## src/fcs_pkg.sv

```systemverilog
package fcs_pkg;
	localparam int CLK_KHZ = 20000;
	localparam int CLK_MHZ = 20;
	localparam int STEP_MS_0 = 6;
	localparam int STEP_MS_1 = 12;
	localparam int STEP_MS_2 = 20;
	localparam int STEP_MS_3 = 30;
	localparam int STEP_FAST_MS_2 = 2;
	localparam int STEP_FAST_MS_3 = 3;
	localparam int SETTLE_MS = 30;
	localparam int SETTLE_FAST_MS = 15;
	localparam int PULSE_DD_US = 4;
	localparam int PULSE_SD_US = 8;
	localparam int DIR_SETUP_US = 24;
	localparam int STEP_CYC_0 = STEP_MS_0 * CLK_KHZ;
	localparam int STEP_CYC_1 = STEP_MS_1 * CLK_KHZ;
	localparam int STEP_CYC_2 = STEP_MS_2 * CLK_KHZ;
	localparam int STEP_CYC_3 = STEP_MS_3 * CLK_KHZ;
	localparam int STEP_FAST_CYC_2 = STEP_FAST_MS_2 * CLK_KHZ;
	localparam int STEP_FAST_CYC_3 = STEP_FAST_MS_3 * CLK_KHZ;
	localparam int SETTLE_CYC = SETTLE_MS * CLK_KHZ;
	localparam int SETTLE_FAST_CYC = SETTLE_FAST_MS * CLK_KHZ;
	localparam logic [19:0] PULSE_DD_CYC = 20'(PULSE_DD_US * CLK_MHZ);
	localparam logic [19:0] PULSE_SD_CYC = 20'(PULSE_SD_US * CLK_MHZ);
	localparam logic [19:0] DIR_SETUP_CYC = 20'(DIR_SETUP_US * CLK_MHZ);
	localparam logic [3:0] SPINUP_REVS = 4'h6;
	localparam logic [3:0] IDLE_REVS = 4'h9;
	localparam logic [3:0] VERIFY_REVS = 4'h5;
	localparam logic [7:0] RESTORE_MAX_STEPS = 8'hff;
	localparam logic [1:0] ADDR_CMD_STATUS = 2'h0;
	localparam logic [1:0] ADDR_TRACK = 2'h1;
	localparam logic [1:0] ADDR_SECTOR = 2'h2;
	localparam logic [1:0] ADDR_DATA = 2'h3;
	localparam logic [7:0] REG_RST = 8'h00;
	localparam logic [3:0] OP_RESTORE = 4'h0;
	localparam logic [3:0] OP_SEEK = 4'h1;
	localparam logic [3:0] OP_READ_ADDR = 4'hc;
	localparam logic [3:0] OP_FORCE = 4'hd;
	localparam logic [3:0] OP_WRITE_TRACK = 4'hf;
	localparam logic [2:0] GRP_STEP = 3'h1;
	localparam logic [2:0] GRP_STEP_IN = 3'h2;
	localparam logic [2:0] GRP_STEP_OUT = 3'h3;
	localparam logic [2:0] GRP_WRITE_SECTOR = 3'h5;
	localparam int BIT_UPDATE = 4;
	localparam int BIT_MULTI = 4;
	localparam int BIT_SPINUP = 3;
	localparam int BIT_SIDE = 3;
	localparam int BIT_VERIFY = 2;
	localparam int BIT_DELAY = 2;
	localparam int BIT_SIDE_CMP = 1;
	localparam int BIT_PRECOMP = 1;
	localparam int BIT_MARK = 0;
	localparam int FI_READY_RISE = 0;
	localparam int FI_READY_FALL = 1;
	localparam int FI_INDEX = 2;
	localparam int FI_IMMEDIATE = 3;
	localparam int ST_BUSY = 0;
	typedef enum logic [8:0] {
		FCS_IDLE    = 9'h001,
		FCS_SPINUP  = 9'h002,
		FCS_START   = 9'h004,
		FCS_DIRSET  = 9'h008,
		FCS_PULSE   = 9'h010,
		FCS_STEPGAP = 9'h020,
		FCS_SETTLE  = 9'h040,
		FCS_VERIFY  = 9'h080,
		FCS_XFER    = 9'h100
	} fcs_state_t;
	typedef struct packed {
		logic       wr;
		logic       rd;
		logic [1:0] addr;
		logic [7:0] wdata;
	} fcs_host_req_t;
	typedef struct packed {
		logic [3:0] op;
		logic       multi;
		logic       side_sel;
		logic       side_cmp_en;
		logic       precomp_en;
		logic       deleted_mark_select;
	} fcs_xfer_t;
endpackage

```

## src/fcs_top.sv

```systemverilog
`timescale 1ns/1ps
`default_nettype none
module fcs_top import fcs_pkg::*; #(
	parameter int P_STEP_0      = STEP_CYC_0,
	parameter int P_STEP_1      = STEP_CYC_1,
	parameter int P_STEP_2      = STEP_CYC_2,
	parameter int P_STEP_3      = STEP_CYC_3,
	parameter int P_STEP_FAST_2 = STEP_FAST_CYC_2,
	parameter int P_STEP_FAST_3 = STEP_FAST_CYC_3,
	parameter int P_SETTLE      = SETTLE_CYC,
	parameter int P_SETTLE_FAST = SETTLE_FAST_CYC
) (
	input  wire logic          clk_sys,
	input  wire logic          rst,
	input  wire fcs_host_req_t host_req,
	output logic [7:0]         host_rdata,
	input  wire logic          dden_n,
	input  wire logic          var_motor_ctl,
	input  wire logic          var_fast_step,
	input  wire logic          var_ready_irq,
	input  wire logic          index_n,
	input  wire logic          track_zero_input_n,
	input  wire logic          drive_ready,
	input  wire logic          id_valid,
	input  wire logic [7:0]    id_track,
	input  wire logic          id_crc_ok,
	input  wire logic          xfer_done,
	input  wire logic [7:0]    xfer_status,
	output logic               step_pulse,
	output logic               step_direction,
	output logic               spindle_motor_output,
	output logic               interrupt_request,
	output logic               busy,
	output logic               id_search,
	output logic               xfer_start,
	output logic               xfer_abort,
	output fcs_xfer_t          xfer_ctl,
	output logic [7:0]         track_out,
	output logic [7:0]         sector_out,
	output logic [7:0]         data_out
);
	fcs_state_t state_r;
	logic [7:0]  cmd_r;
	logic [7:0]  track_r;
	logic [7:0]  sector_r;
	logic [7:0]  data_r;
	logic [7:0]  xstat_r;
	logic [19:0] timer_r;
	logic [3:0]  rev_r;
	logic [3:0]  idle_rev_r;
	logic [7:0]  step_cnt_r;
	logic [3:0]  fi_cond_r;
	logic        busy_r;
	logic        dir_r;
	logic        step_r;
	logic        mo_r;
	logic        irq_r;
	logic        done_r;
	logic        crc_err_r;
	logic        seek_err_r;
	logic        spun_r;
	logic        to_xfer_r;
	logic        idx_prev_r;
	logic        rdy_prev_r;
	logic        xstart_r;
	logic        xabort_r;
	fcs_xfer_t   xctl_r;
	logic [7:0]  rdata_r;

	logic        cmd_wr;
	logic        is_force;
	logic        accept;
	logic        accept_cmd;
	logic        need_spinup;
	logic        idx_fall;
	logic        at_track0;
	logic        type1;
	logic [2:0]  grp;
	logic        verify_req;
	logic        update_req;
	logic        seek_done;
	logic [19:0] pulse_len;
	logic [19:0] rate_len;
	logic [19:0] settle_len;
	logic [7:0]  status_word;

	assign cmd_wr      = host_req.wr && (host_req.addr == ADDR_CMD_STATUS);
	assign is_force    = host_req.wdata[7:4] == OP_FORCE;
	assign accept      = cmd_wr && (is_force || !busy_r);
	assign accept_cmd  = accept && !is_force;
	// spin-up only when motor is still off; a running spindle skips it
	assign need_spinup = var_motor_ctl && !host_req.wdata[BIT_SPINUP] && !mo_r;
	assign idx_fall    = idx_prev_r && !index_n;
	assign at_track0   = !track_zero_input_n;
	assign type1       = !cmd_r[7];
	assign grp         = cmd_r[7:5];
	assign verify_req  = cmd_r[BIT_VERIFY];
	assign update_req  = (grp != 3'h0) && cmd_r[BIT_UPDATE];
	assign seek_done   = track_r == data_r;
	assign pulse_len   = dden_n ? PULSE_SD_CYC : PULSE_DD_CYC;
	assign settle_len  = var_fast_step ? 20'(P_SETTLE_FAST) : 20'(P_SETTLE);

	always_comb begin
		unique case (cmd_r[1:0])
			2'h0: rate_len = 20'(P_STEP_0);
			2'h1: rate_len = 20'(P_STEP_1);
			2'h2: rate_len = var_fast_step ? 20'(P_STEP_FAST_2) : 20'(P_STEP_2);
			2'h3: rate_len = var_fast_step ? 20'(P_STEP_FAST_3) : 20'(P_STEP_3);
		endcase
	end

	always_comb begin
		if (type1) begin
			status_word = {mo_r, 1'b0, spun_r, seek_err_r, crc_err_r, at_track0, !index_n, busy_r};
		end else begin
			status_word = {xstat_r[7:1], busy_r};
		end
	end

	always_ff @(posedge clk_sys or posedge rst) begin
		if (rst) begin
			idx_prev_r <= 1'b1;
			rdy_prev_r <= 1'b0;
		end else begin
			idx_prev_r <= index_n;
			rdy_prev_r <= drive_ready;
		end
	end

	// command sequencer, drive stepping and track register
	always_ff @(posedge clk_sys or posedge rst) begin
		if (rst) begin
			state_r    <= FCS_IDLE;
			cmd_r      <= REG_RST;
			track_r    <= REG_RST;
			sector_r   <= REG_RST;
			data_r     <= REG_RST;
			xstat_r    <= REG_RST;
			timer_r    <= 20'h00000;
			rev_r      <= 4'h0;
			step_cnt_r <= 8'h00;
			busy_r     <= 1'b0;
			dir_r      <= 1'b0;
			step_r     <= 1'b0;
			done_r     <= 1'b0;
			crc_err_r  <= 1'b0;
			seek_err_r <= 1'b0;
			spun_r     <= 1'b0;
			to_xfer_r  <= 1'b0;
			xstart_r   <= 1'b0;
			xabort_r   <= 1'b0;
			xctl_r     <= '0;
		end else begin
			done_r   <= 1'b0;
			xstart_r <= 1'b0;
			xabort_r <= 1'b0;
			if (timer_r != 20'h00000) begin
				timer_r <= timer_r - 20'h00001;
			end
			if (host_req.wr && host_req.addr == ADDR_TRACK) begin
				track_r <= host_req.wdata;
			end
			if (host_req.wr && host_req.addr == ADDR_SECTOR) begin
				sector_r <= host_req.wdata;
			end
			if (host_req.wr && host_req.addr == ADDR_DATA) begin
				data_r <= host_req.wdata;
			end
			if (accept && is_force) begin
				cmd_r <= host_req.wdata;
				if (busy_r) begin
					state_r  <= FCS_IDLE;
					busy_r   <= 1'b0;
					step_r   <= 1'b0;
					xabort_r <= state_r == FCS_XFER;
				end
			end else if (accept_cmd) begin
				cmd_r      <= host_req.wdata;
				busy_r     <= 1'b1;
				crc_err_r  <= 1'b0;
				seek_err_r <= 1'b0;
				spun_r     <= 1'b0;
				rev_r      <= 4'h0;
				step_cnt_r <= 8'h00;
				state_r    <= need_spinup ? FCS_SPINUP : FCS_START;
			end else begin
				unique case (state_r)
					FCS_IDLE: begin
					end
					FCS_SPINUP: begin
						if (idx_fall) begin
							rev_r <= rev_r + 4'h1;
							if (rev_r == SPINUP_REVS - 4'h1) begin
								spun_r  <= 1'b1;
								state_r <= FCS_START;
							end
						end
					end
					FCS_START: begin
						timer_r <= DIR_SETUP_CYC;
						if (type1) begin
							if (cmd_r[7:4] == OP_RESTORE) begin
								dir_r <= 1'b0;
								if (at_track0) begin
									track_r <= REG_RST;
									if (verify_req) begin
										timer_r   <= settle_len;
										to_xfer_r <= 1'b0;
										state_r   <= FCS_SETTLE;
									end else begin
										busy_r  <= 1'b0;
										done_r  <= 1'b1;
										state_r <= FCS_IDLE;
									end
								end else begin
									state_r <= FCS_DIRSET;
								end
							end else if (cmd_r[7:4] == OP_SEEK) begin
								dir_r <= data_r > track_r;
								if (seek_done) begin
									if (verify_req) begin
										timer_r   <= settle_len;
										to_xfer_r <= 1'b0;
										state_r   <= FCS_SETTLE;
									end else begin
										busy_r  <= 1'b0;
										done_r  <= 1'b1;
										state_r <= FCS_IDLE;
									end
								end else begin
									state_r <= FCS_DIRSET;
								end
							end else begin
								// plain step keeps the previous direction
								if (grp == GRP_STEP_IN) begin
									dir_r <= 1'b1;
								end else if (grp == GRP_STEP_OUT) begin
									dir_r <= 1'b0;
								end
								state_r <= FCS_DIRSET;
							end
						end else if (cmd_r[BIT_DELAY]) begin
							timer_r   <= settle_len;
							to_xfer_r <= 1'b1;
							state_r   <= FCS_SETTLE;
						end else begin
							xstart_r <= 1'b1;
							state_r  <= FCS_XFER;
						end
					end
					FCS_DIRSET, FCS_STEPGAP: begin
						if (timer_r == 20'h00000) begin
							if (state_r == FCS_STEPGAP && type1 && cmd_r[7:4] == OP_RESTORE &&
								(at_track0 || step_cnt_r == RESTORE_MAX_STEPS)) begin
								if (at_track0) begin
									track_r <= REG_RST;
								end else begin
									seek_err_r <= verify_req;
								end
								if (at_track0 && verify_req) begin
									timer_r   <= settle_len;
									to_xfer_r <= 1'b0;
									state_r   <= FCS_SETTLE;
								end else begin
									busy_r  <= 1'b0;
									done_r  <= 1'b1;
									state_r <= FCS_IDLE;
								end
							end else if (state_r == FCS_STEPGAP &&
								(cmd_r[7:4] != OP_RESTORE && (cmd_r[7:4] != OP_SEEK || seek_done))) begin
								if (verify_req) begin
									timer_r   <= settle_len;
									to_xfer_r <= 1'b0;
									state_r   <= FCS_SETTLE;
								end else begin
									busy_r  <= 1'b0;
									done_r  <= 1'b1;
									state_r <= FCS_IDLE;
								end
							end else begin
								step_r     <= 1'b1;
								timer_r    <= pulse_len;
								step_cnt_r <= step_cnt_r + 8'h01;
								if (cmd_r[7:4] == OP_SEEK || update_req) begin
									track_r <= dir_r ? track_r + 8'h01 : track_r - 8'h01;
								end
								state_r <= FCS_PULSE;
							end
						end
					end
					FCS_PULSE: begin
						if (timer_r == 20'h00000) begin
							step_r  <= 1'b0;
							timer_r <= rate_len;
							state_r <= FCS_STEPGAP;
						end
					end
					FCS_SETTLE: begin
						if (timer_r == 20'h00000) begin
							rev_r <= 4'h0;
							if (to_xfer_r) begin
								xstart_r <= 1'b1;
								state_r  <= FCS_XFER;
							end else begin
								state_r <= FCS_VERIFY;
							end
						end
					end
					FCS_VERIFY: begin
						// a good ID in the same cycle as the limit still passes
						if (id_valid && id_track == track_r && id_crc_ok) begin
							busy_r  <= 1'b0;
							done_r  <= 1'b1;
							state_r <= FCS_IDLE;
						end else begin
							if (id_valid && id_track == track_r) begin
								crc_err_r <= 1'b1;
							end
							if (idx_fall) begin
								rev_r <= rev_r + 4'h1;
								if (rev_r == VERIFY_REVS - 4'h1) begin
									seek_err_r <= 1'b1;
									busy_r     <= 1'b0;
									done_r     <= 1'b1;
									state_r    <= FCS_IDLE;
								end
							end
						end
					end
					FCS_XFER: begin
						if (xfer_done) begin
							xstat_r <= xfer_status;
							busy_r  <= 1'b0;
							done_r  <= 1'b1;
							state_r <= FCS_IDLE;
						end
					end
				endcase
			end
			if (xstart_r == 1'b0 && state_r == FCS_START) begin
				xctl_r.op                  <= cmd_r[7:4];
				xctl_r.multi               <= !cmd_r[6] && cmd_r[BIT_MULTI];
				xctl_r.side_sel            <= cmd_r[BIT_SIDE];
				xctl_r.side_cmp_en         <= cmd_r[BIT_SIDE_CMP] && !cmd_r[6];
				xctl_r.precomp_en          <= (grp == GRP_WRITE_SECTOR || cmd_r[7:4] == OP_WRITE_TRACK) &&
					!cmd_r[BIT_PRECOMP];
				xctl_r.deleted_mark_select <= (grp == GRP_WRITE_SECTOR) && cmd_r[BIT_MARK];
			end
		end
	end

	// spindle motor: raised for spin-up, dropped after idle revolutions
	always_ff @(posedge clk_sys or posedge rst) begin
		if (rst) begin
			mo_r       <= 1'b0;
			idle_rev_r <= 4'h0;
		end else begin
			if (accept_cmd && need_spinup) begin
				mo_r <= 1'b1;
			end else if (!busy_r && mo_r && idx_fall && idle_rev_r == IDLE_REVS - 4'h1) begin
				mo_r <= 1'b0;
			end
			if (busy_r || accept_cmd || !mo_r) begin
				idle_rev_r <= 4'h0;
			end else if (idx_fall) begin
				idle_rev_r <= idle_rev_r + 4'h1;
			end
		end
	end

	// interrupt request; a set in the clearing cycle wins
	always_ff @(posedge clk_sys or posedge rst) begin
		if (rst) begin
			irq_r     <= 1'b0;
			fi_cond_r <= 4'h0;
		end else begin
			if (accept) begin
				fi_cond_r <= is_force ? host_req.wdata[3:0] : 4'h0;
			end
			if (done_r ||
				(accept && is_force && host_req.wdata[FI_IMMEDIATE]) ||
				(fi_cond_r[FI_INDEX] && idx_fall) ||
				(var_ready_irq && fi_cond_r[FI_READY_RISE] && drive_ready && !rdy_prev_r) ||
				(var_ready_irq && fi_cond_r[FI_READY_FALL] && !drive_ready && rdy_prev_r)) begin
				irq_r <= 1'b1;
			end else if (cmd_wr || (host_req.rd && host_req.addr == ADDR_CMD_STATUS)) begin
				irq_r <= 1'b0;
			end
		end
	end

	always_ff @(posedge clk_sys or posedge rst) begin
		if (rst) begin
			rdata_r <= REG_RST;
		end else if (host_req.rd) begin
			unique case (host_req.addr)
				ADDR_CMD_STATUS: rdata_r <= status_word;
				ADDR_TRACK:      rdata_r <= track_r;
				ADDR_SECTOR:     rdata_r <= sector_r;
				ADDR_DATA:       rdata_r <= data_r;
			endcase
		end
	end

	assign host_rdata           = rdata_r;
	assign step_pulse           = step_r;
	assign step_direction       = dir_r;
	assign spindle_motor_output = mo_r;
	assign interrupt_request    = irq_r;
	assign busy                 = busy_r;
	assign id_search            = state_r == FCS_VERIFY;
	assign xfer_start           = xstart_r;
	assign xfer_abort           = xabort_r;
	assign xfer_ctl             = xctl_r;
	assign track_out            = track_r;
	assign sector_out           = sector_r;
	assign data_out             = data_r;
endmodule // fcs_top
`default_nettype wire

```

## config.mk

```make
export PLATFORM = sky130hd
export DESIGN_NAME = fcs_top
export DESIGN_NICKNAME = d
export VERILOG_FILES = /design/src/fcs_pkg.sv /design/src/fcs_top.sv
export SDC_FILE = /design/constraint.sdc
export NUM_CORES = 1
export LEC_CHECK = 0
export ABC_AREA = 0
export BUFFER_PORTS_ARGS = -buffer_cell sky130_fd_sc_hd__buf_4
export CAP_MARGIN = 40
export CORE_UTILIZATION = 40
export CTS_CLUSTER_DIAMETER = 50
export DETAILED_ROUTE_END_ITERATION = 12
export PLACE_DENSITY = 0.71
export RECOVER_POWER = 100
export SETUP_SLACK_MARGIN = 0.15
export SKIP_LAST_GASP = 1
export SLEW_MARGIN = 20
export SYNTH_ARGS = -nofsm -noshare
export SYNTH_HDL_FRONTEND = slang
export SYNTH_SLANG_ARGS = --single-unit
export TNS_END_PERCENT = 10
```

## constraint.sdc

```tcl
create_clock -name clk_sys -period 3.13 [get_ports clk_sys]
set_input_delay 0.1565 -clock clk_sys [delete_from_list [all_inputs] [get_ports clk_sys]]
set_output_delay 0.1565 -clock clk_sys [all_outputs]
set_load 0.01 [all_outputs]
```

==> results of run 1 <==
==> worst min-delay path, cell delays in order <==
cell     delay [ns]
buf_4          0.13
nand2_1        0.07
nand2_1        0.06
==> synthesized netlist by cell type (all sizes together), types with 7 or more instances <==
| library cell | n |
|---|---|
| inv | 28 |
| xnor2 | 23 |
| buf | 9 |
| nor2b | 15 |
| mux2 | 43 |
| dfrtp | 116 |
| nor4 | 13 |
| ha | 22 |
| a21oi | 34 |
| nand3 | 20 |
| nor2 | 47 |
| o21a | 10 |
| clkbuf | 28 |
| nand4 | 13 |
| o21ai | 60 |
| mux4 | 8 |
| or3 | 14 |
| a21o | 9 |
| and4 | 7 |
| o22ai | 11 |
| a22oi | 8 |
| xor2 | 14 |
| nor3b | 7 |
| nand2 | 62 |
| nor3 | 31 |
| mux2i | 13 |
==> routing by layer <==
| metal | share of wire | up-vias | global-route usage |
|---|---|---|---|
| met5 | 0 | - | 0 |
| met4 | 0.033 | 0 | 0.114 |
| met3 | 0.067 | 57 | 0.0493 |
| met2 | 0.46 | 303 | 0.374 |
| met1 | 0.44 | 3252 | 0.323 |
| li1 | - | 3072 | - |
==> power breakdown <==
group	internal, uW	total, uW	switching (uW)
clock	1050	1840	786
sequential	2040	2560	524
combinational	1860	4330	2470
==> worst max-delay path by stage <==
stage	to	slack (ns)	startpoint	cells after the start
finish	track_out[7]	0.22	timer_r[7]	8
global route	track_out[7]	0.07	timer_r[0]	11
CTS	timer_r[11]	0.17	timer_r[0]	10
detailed placement	step_cnt_r[0]	0.14	timer_r[0]	9
global placement	step_cnt_r[1]	0.21	timer_r[0]	9
floorplan	timer_r[18]	0.22	timer_r[0]	11
==> logic make-up after synthesis <==
family | Yosys count
and+or+nand+nor | 266
buffers and inverters | 65
xor gates and xnor gates | 37
muxes | 64
AOI/OAI and AO/OA | 183
DFF | 118
adders and majority gates | 23
==> flip-flops by register name, summed over array words and instances, names as in the netlist, 7 cells and up <==
| register | cells |
|---|---|
| cmd_r | 8 |
| sector_out | 8 |
| xfer_ctl | 9 |
| data_out | 8 |
| host_rdata | 8 |
| timer_r | 20 |
| track_out | 8 |
| state_r | 9 |
| xstat_r | 7 |
| step_cnt_r | 8 |
==> repair_timing <==
action / 4_1_cts / 5_1_grt
buffers inserted: 0 / 2
resized for setup: 1 / 5
setup endpoints to repair: 1 / 22
hold endpoints to repair: 55 / 0
hold buffers: 16 / 0
pin swaps: 0 / 1
gates cloned: 0 / 0
==> stage by stage <==
step | worst slack, ns | instances
final | 0.216 | 1136
after global routing | 0.0663 | 1136
after CTS | 0.170 | 1134
after detailed placement | 0.136 | 1086
after global placement | 0.210 | 1084
after floorplan | 0.217 | 756
==> area by class of cell <==
cell class                      count  share of cell area
Sequential cell                   118               0.330
Clock inverter                     14              0.0131
Timing Repair Buffer              156               0.110
Inverter                           28              0.0119
Multi-Input combinational cell    573               0.454
Clock buffer                       18              0.0490
Tap cell                          229              0.0320
==> flow_metrics.tcl, run 1 <==
set metrics [dict create \
    start_util 0.408 \
    tns_ns 0 \
    grt_overflow_total 0 \
    gp_congestion 0.930 \
    synth_top_family_by_area "simple AND/OR/NAND/NOR gates" \
    multiInputGateArea_mm2 0.00407 \
    final_common_cell "dfrtp_1" \
    yosysWarnings 0 \
    via_per_inst 5.88 \
    final_core_util 0.501 \
    antenna_found_initial 0 \
    status "finished with violations" \
    drtIter0Drc 611 \
    numCtsBuffers 17 \
    die_w_um 137 \
    ys_types 75 \
    yosys.area_share.adder 0.0405 \
    cp_cell_sequence "or4_4 > or4_4 > nor4_2 > clkbuf_1 > a22oi_1 > nor2_1 > buf_4 > o22ai_1" \
    slowest_stage "or4_4" \
    cp_data_arrival_time_ns 3.21 \
    antenna_cells 0 \
    grt_max_degree 44 \
    timing.final.crit_share 0.931 \
    cts-root-buf "clkbuf_16" \
    ir_worst_vdd_mv 0.466 \
    fp.dieArea_mm2 0.0188 \
    fmax_mhz 343 \
    syn_area_per_cell_um2 9.65 \
    ys_seq_elements 118 \
    fin_skew_ns 0.00886 \
    grt_pass1_wl_mm 34.2 \
    synth_edf_count 0 \
    n_fill_cell 1690 \
    htreeDepth 4 \
    core.rowCount 49 \
    cp-start-kind "register" \
    path_delay_family "simple AND/OR/NAND/NOR gates" \
    r2r_start "timer_r[7]" \
    regArea_mm2 0.00296 \
    min_period_ns 2.91 \
    grt_usage 0.242 \
    syn-cell-area_mm2 0.00730 \
    muxShareOfSynthArea 0.109 \
    cp_slowest_stage_delay_ns 0.60 \
    crit_required_ns 3.43 \
    die_h_um 137 \
    postSynthCellCount 756 \
    hold_slack_ns 0.0201 \
    port_buffers 87 \
    maxCapViolations 3 \
    mostFrequentLayoutCells "116 x dfrtp_1, 71 x buf_4, 63 x clkbuf_1" \
    async_flop_share 1.00 \
    clk_path_buf_depth 2 \
    totalPowerFinal_uw 8720 \
    postPlaceCellArea_mm2 0.00851 \
    hold_viol 0 \
    worst-path-max-fanout 8 \
    maxSlewViolCount 115 \
    synth-simple-area-share 0.205 \
    worstHoldStart "host_req[5]" \
    drt_wl_total_mm 21.7 \
    violations "capacitance limit, slew limit" \
    crit_top_cell "or4_4" \
    ios 89 \
    holdCritPathClass "primary input to register" \
    whs_path_depth 3 \
    cts.clk_slew.worst_paths_ns 0.06 \
    cts_tree "built" \
    worstHoldEndpoint "cmd_r[5]" \
    r2r_end "track_out[7]" \
    synth_top_area_frac 0.398 \
    path_buf_inv 2 \
    area_growth_pct 22.8 \
    grt_pass1_vias 6408 \
    dpl.hpwl_mm 16.0 \
    reg2reg_depth 8 \
    final-setup-viol-count 0 \
    synth_fp_nets 819 \
    wl_per_cell_um 19.1 \
    critPathCaptureType "register" \
    tightest_slew_ns 1.91 \
    power_density_mw_per_mm2 973 \
    drc 0 \
    firstDrtPassIters 5 \
    layout.nets 957 \
    final_antenna_net_count 0 \
    num_vias 6684 \
    slew_headroom -0.272 \
    rsz0062_at_grt "true" \
    core_area_mm2 0.0179 \
    power.leakage_uw 0.00393 \
    worstSkewPairLatency_ns 0.43 \
    synth-xor-area-share 0.0444 \
    synth-compound-area-share 0.161 \
    finalInstanceArea_mm2 0.00896 \
    synth_area_leaders "dfrtp_1 40%, mux2_2 6.6%, o21ai_0 4.1%, ha_1 3.8%, nand2_1 3.2%" \
    synth_flop_cell "dfrtp_1" \
    reg2reg_slack_ns 0.22 \
    drive_gt1_frac 0.194 \
    cts_sinks 118 \
    worstSetupPathType "register to register" \
    yosysSeqAreaShare 0.405 \
    synth_largest_area_cell "dfrtp_1" \
]
Power figures use the tool's default switching activity.
==> inputs of run 2 (changes only) <==
- MAX_ROUTING_LAYER: not set -> met4
==> flow_metrics.tcl, run 2 (synthesized netlist as in run 1, its figures left out) <==
set metrics [dict create \
    status "complete, no violations" \
    hold_viol 0 \
    timing.final.crit_share 0.935 \
    mostFrequentLayoutCells "116 x dfrtp_1, 76 x buf_4, 63 x clkbuf_1" \
    crit_top_cell "or4_4" \
    grt_pass1_wl_mm 35.2 \
    grt_overflow_total 0 \
    wl_per_cell_um 19.4 \
    grt_max_degree 49 \
    crit_required_ns 3.45 \
    maxSlewViolCount 0 \
    grt_pass1_vias 6684 \
    clk_path_buf_depth 2 \
    rsz0062_at_grt "true" \
    firstDrtPassIters 5 \
    grt_usage 0.256 \
    worstSkewPairLatency_ns 0.43 \
    critPathCaptureType "register" \
    maxCapViolations 0 \
    dp_cells 1083 \
    path_buf_inv 2 \
    cts_sinks 118 \
    fp.dieArea_mm2 0.0188 \
    layout.nets 962 \
    cp_data_arrival_time_ns 3.24 \
    final_antenna_net_count 0 \
    gp_congestion 0.947 \
    cts_tree "built" \
    cp_cell_sequence "or4_4 > or4_4 > clkbuf_1 > nor4_4 > buf_4 > nand3_1 > nor3_1 > o21ai_0 > o21a_1" \
    die_w_um 137 \
    start_util 0.408 \
    totalPowerFinal_uw 8940 \
    final_cells 1142 \
    drtIter0Drc 542 \
    path_delay_family "simple AND/OR/NAND/NOR gates" \
    ir_worst_vdd_mv 0.515 \
    slew_headroom 0.0462 \
    area_growth_pct 24.0 \
    final-setup-viol-count 0 \
    numCtsBuffers 17 \
    tightest_slew_ns 1.42 \
    drive_gt1_frac 0.205 \
    port_buffers 87 \
    holdCritPathClass "primary input to register" \
    power_density_mw_per_mm2 987 \
    worstSetupPathType "register to register" \
    cts.clk_slew.worst_paths_ns 0.06 \
    cp-start-kind "register" \
    drc 0 \
    via_per_inst 5.89 \
    regMostFlops "timer_r" \
    core_area_mm2 0.0179 \
    ios 89 \
    power.leakage_uw 0.00397 \
    drt_wl_total_mm 22.2 \
    cp_slowest_stage_delay_ns 0.60 \
    min_period_ns 2.93 \
    worst-path-max-fanout 5 \
    num_vias 6721 \
    slowest_stage "or4_4" \
    dpl.hpwl_mm 16.1 \
    cts-root-buf "clkbuf_16" \
    largest_reg_flops 20 \
    die_h_um 137 \
    fmax_mhz 342 \
    core.rowCount 49 \
    final_common_cell "dfrtp_1" \
    hold_slack_ns 0.0316 \
    htreeDepth 4 \
    n_fill_cell 1736 \
    fin_skew_ns 0.00944 \
    antenna_found_initial 0 \
    tns_ns 0 \
]
-- run 2: routing by layer --
layer	global-route usage	part of all wire
met1	0.329	0.43
met2	0.391	0.47
met3	0.0470	0.068
met4	0.117	0.026
met5	-	0
-- run 2: metrics by stage --
step,util,setup WS (ns),instance area [um2]
global route,0.505,0.0724,9050
global placement,0.473,0.193,8470
finish,0.506,0.204,9050
floorplan,-,0.217,7300
CTS,0.515,0.171,9230
detailed placement,0.473,0.0794,8470
-- run 2: worst paths after layout --
check / from / cells past startpoint / slack [ns] / end
max: timer_r[12] / 9 / 0.20 / seek_err_r
min: host_req[3] / 3 / 0.03 / cmd_r[3]
max reg2reg: timer_r[12] / 9 / 0.20 / seek_err_r
min reg2reg: to_xfer_r / 1 / 0.47 / state_r[7]
max in group asynchronous: rst / 4 / 0.77 / xstat_r[2]
min in group asynchronous: rst / 3 / 0.61 / step_cnt_r[3]
-- run 2: repair_timing --
action                                  in CTS  in global routing
hold endpoints to repair                    43                  0
hold buffers                                17                  0
setup buffers                                0                  9
endpoints found under the setup margin       3                 15
gates resized for setup                      1                  7
pin swaps                                    0                  3
-- run 2: power by group --
part           leakage [uW]  internal (uW)  switching, uW  total (uW)
sequential          0.00150           2030            562        2600
combinational       0.00219           1920           2490        4410
clock              0.000280           1060            865        1930
-- run 2: area by class of cell --
| cell class | instances | area, um2 | area share |
|---|---|---|---|
| Antenna cell | 1 | 2.50 | 0.000276 |
| Clock buffer | 17 | 425 | 0.0470 |
| Clock inverter | 15 | 151 | 0.0167 |
| Inverter | 28 | 110 | 0.0122 |
| Multi-Input combinational cell | 573 | 4100 | 0.453 |
| Sequential cell | 118 | 2960 | 0.327 |
| Tap cell | 229 | 287 | 0.0317 |
| Timing Repair Buffer | 161 | 1020 | 0.113 |
-- run 2: worst min-delay path, stage by stage --
cell	delay (ns)
buf_4	0.16
nand2_1	0.06
nand2_1	0.04
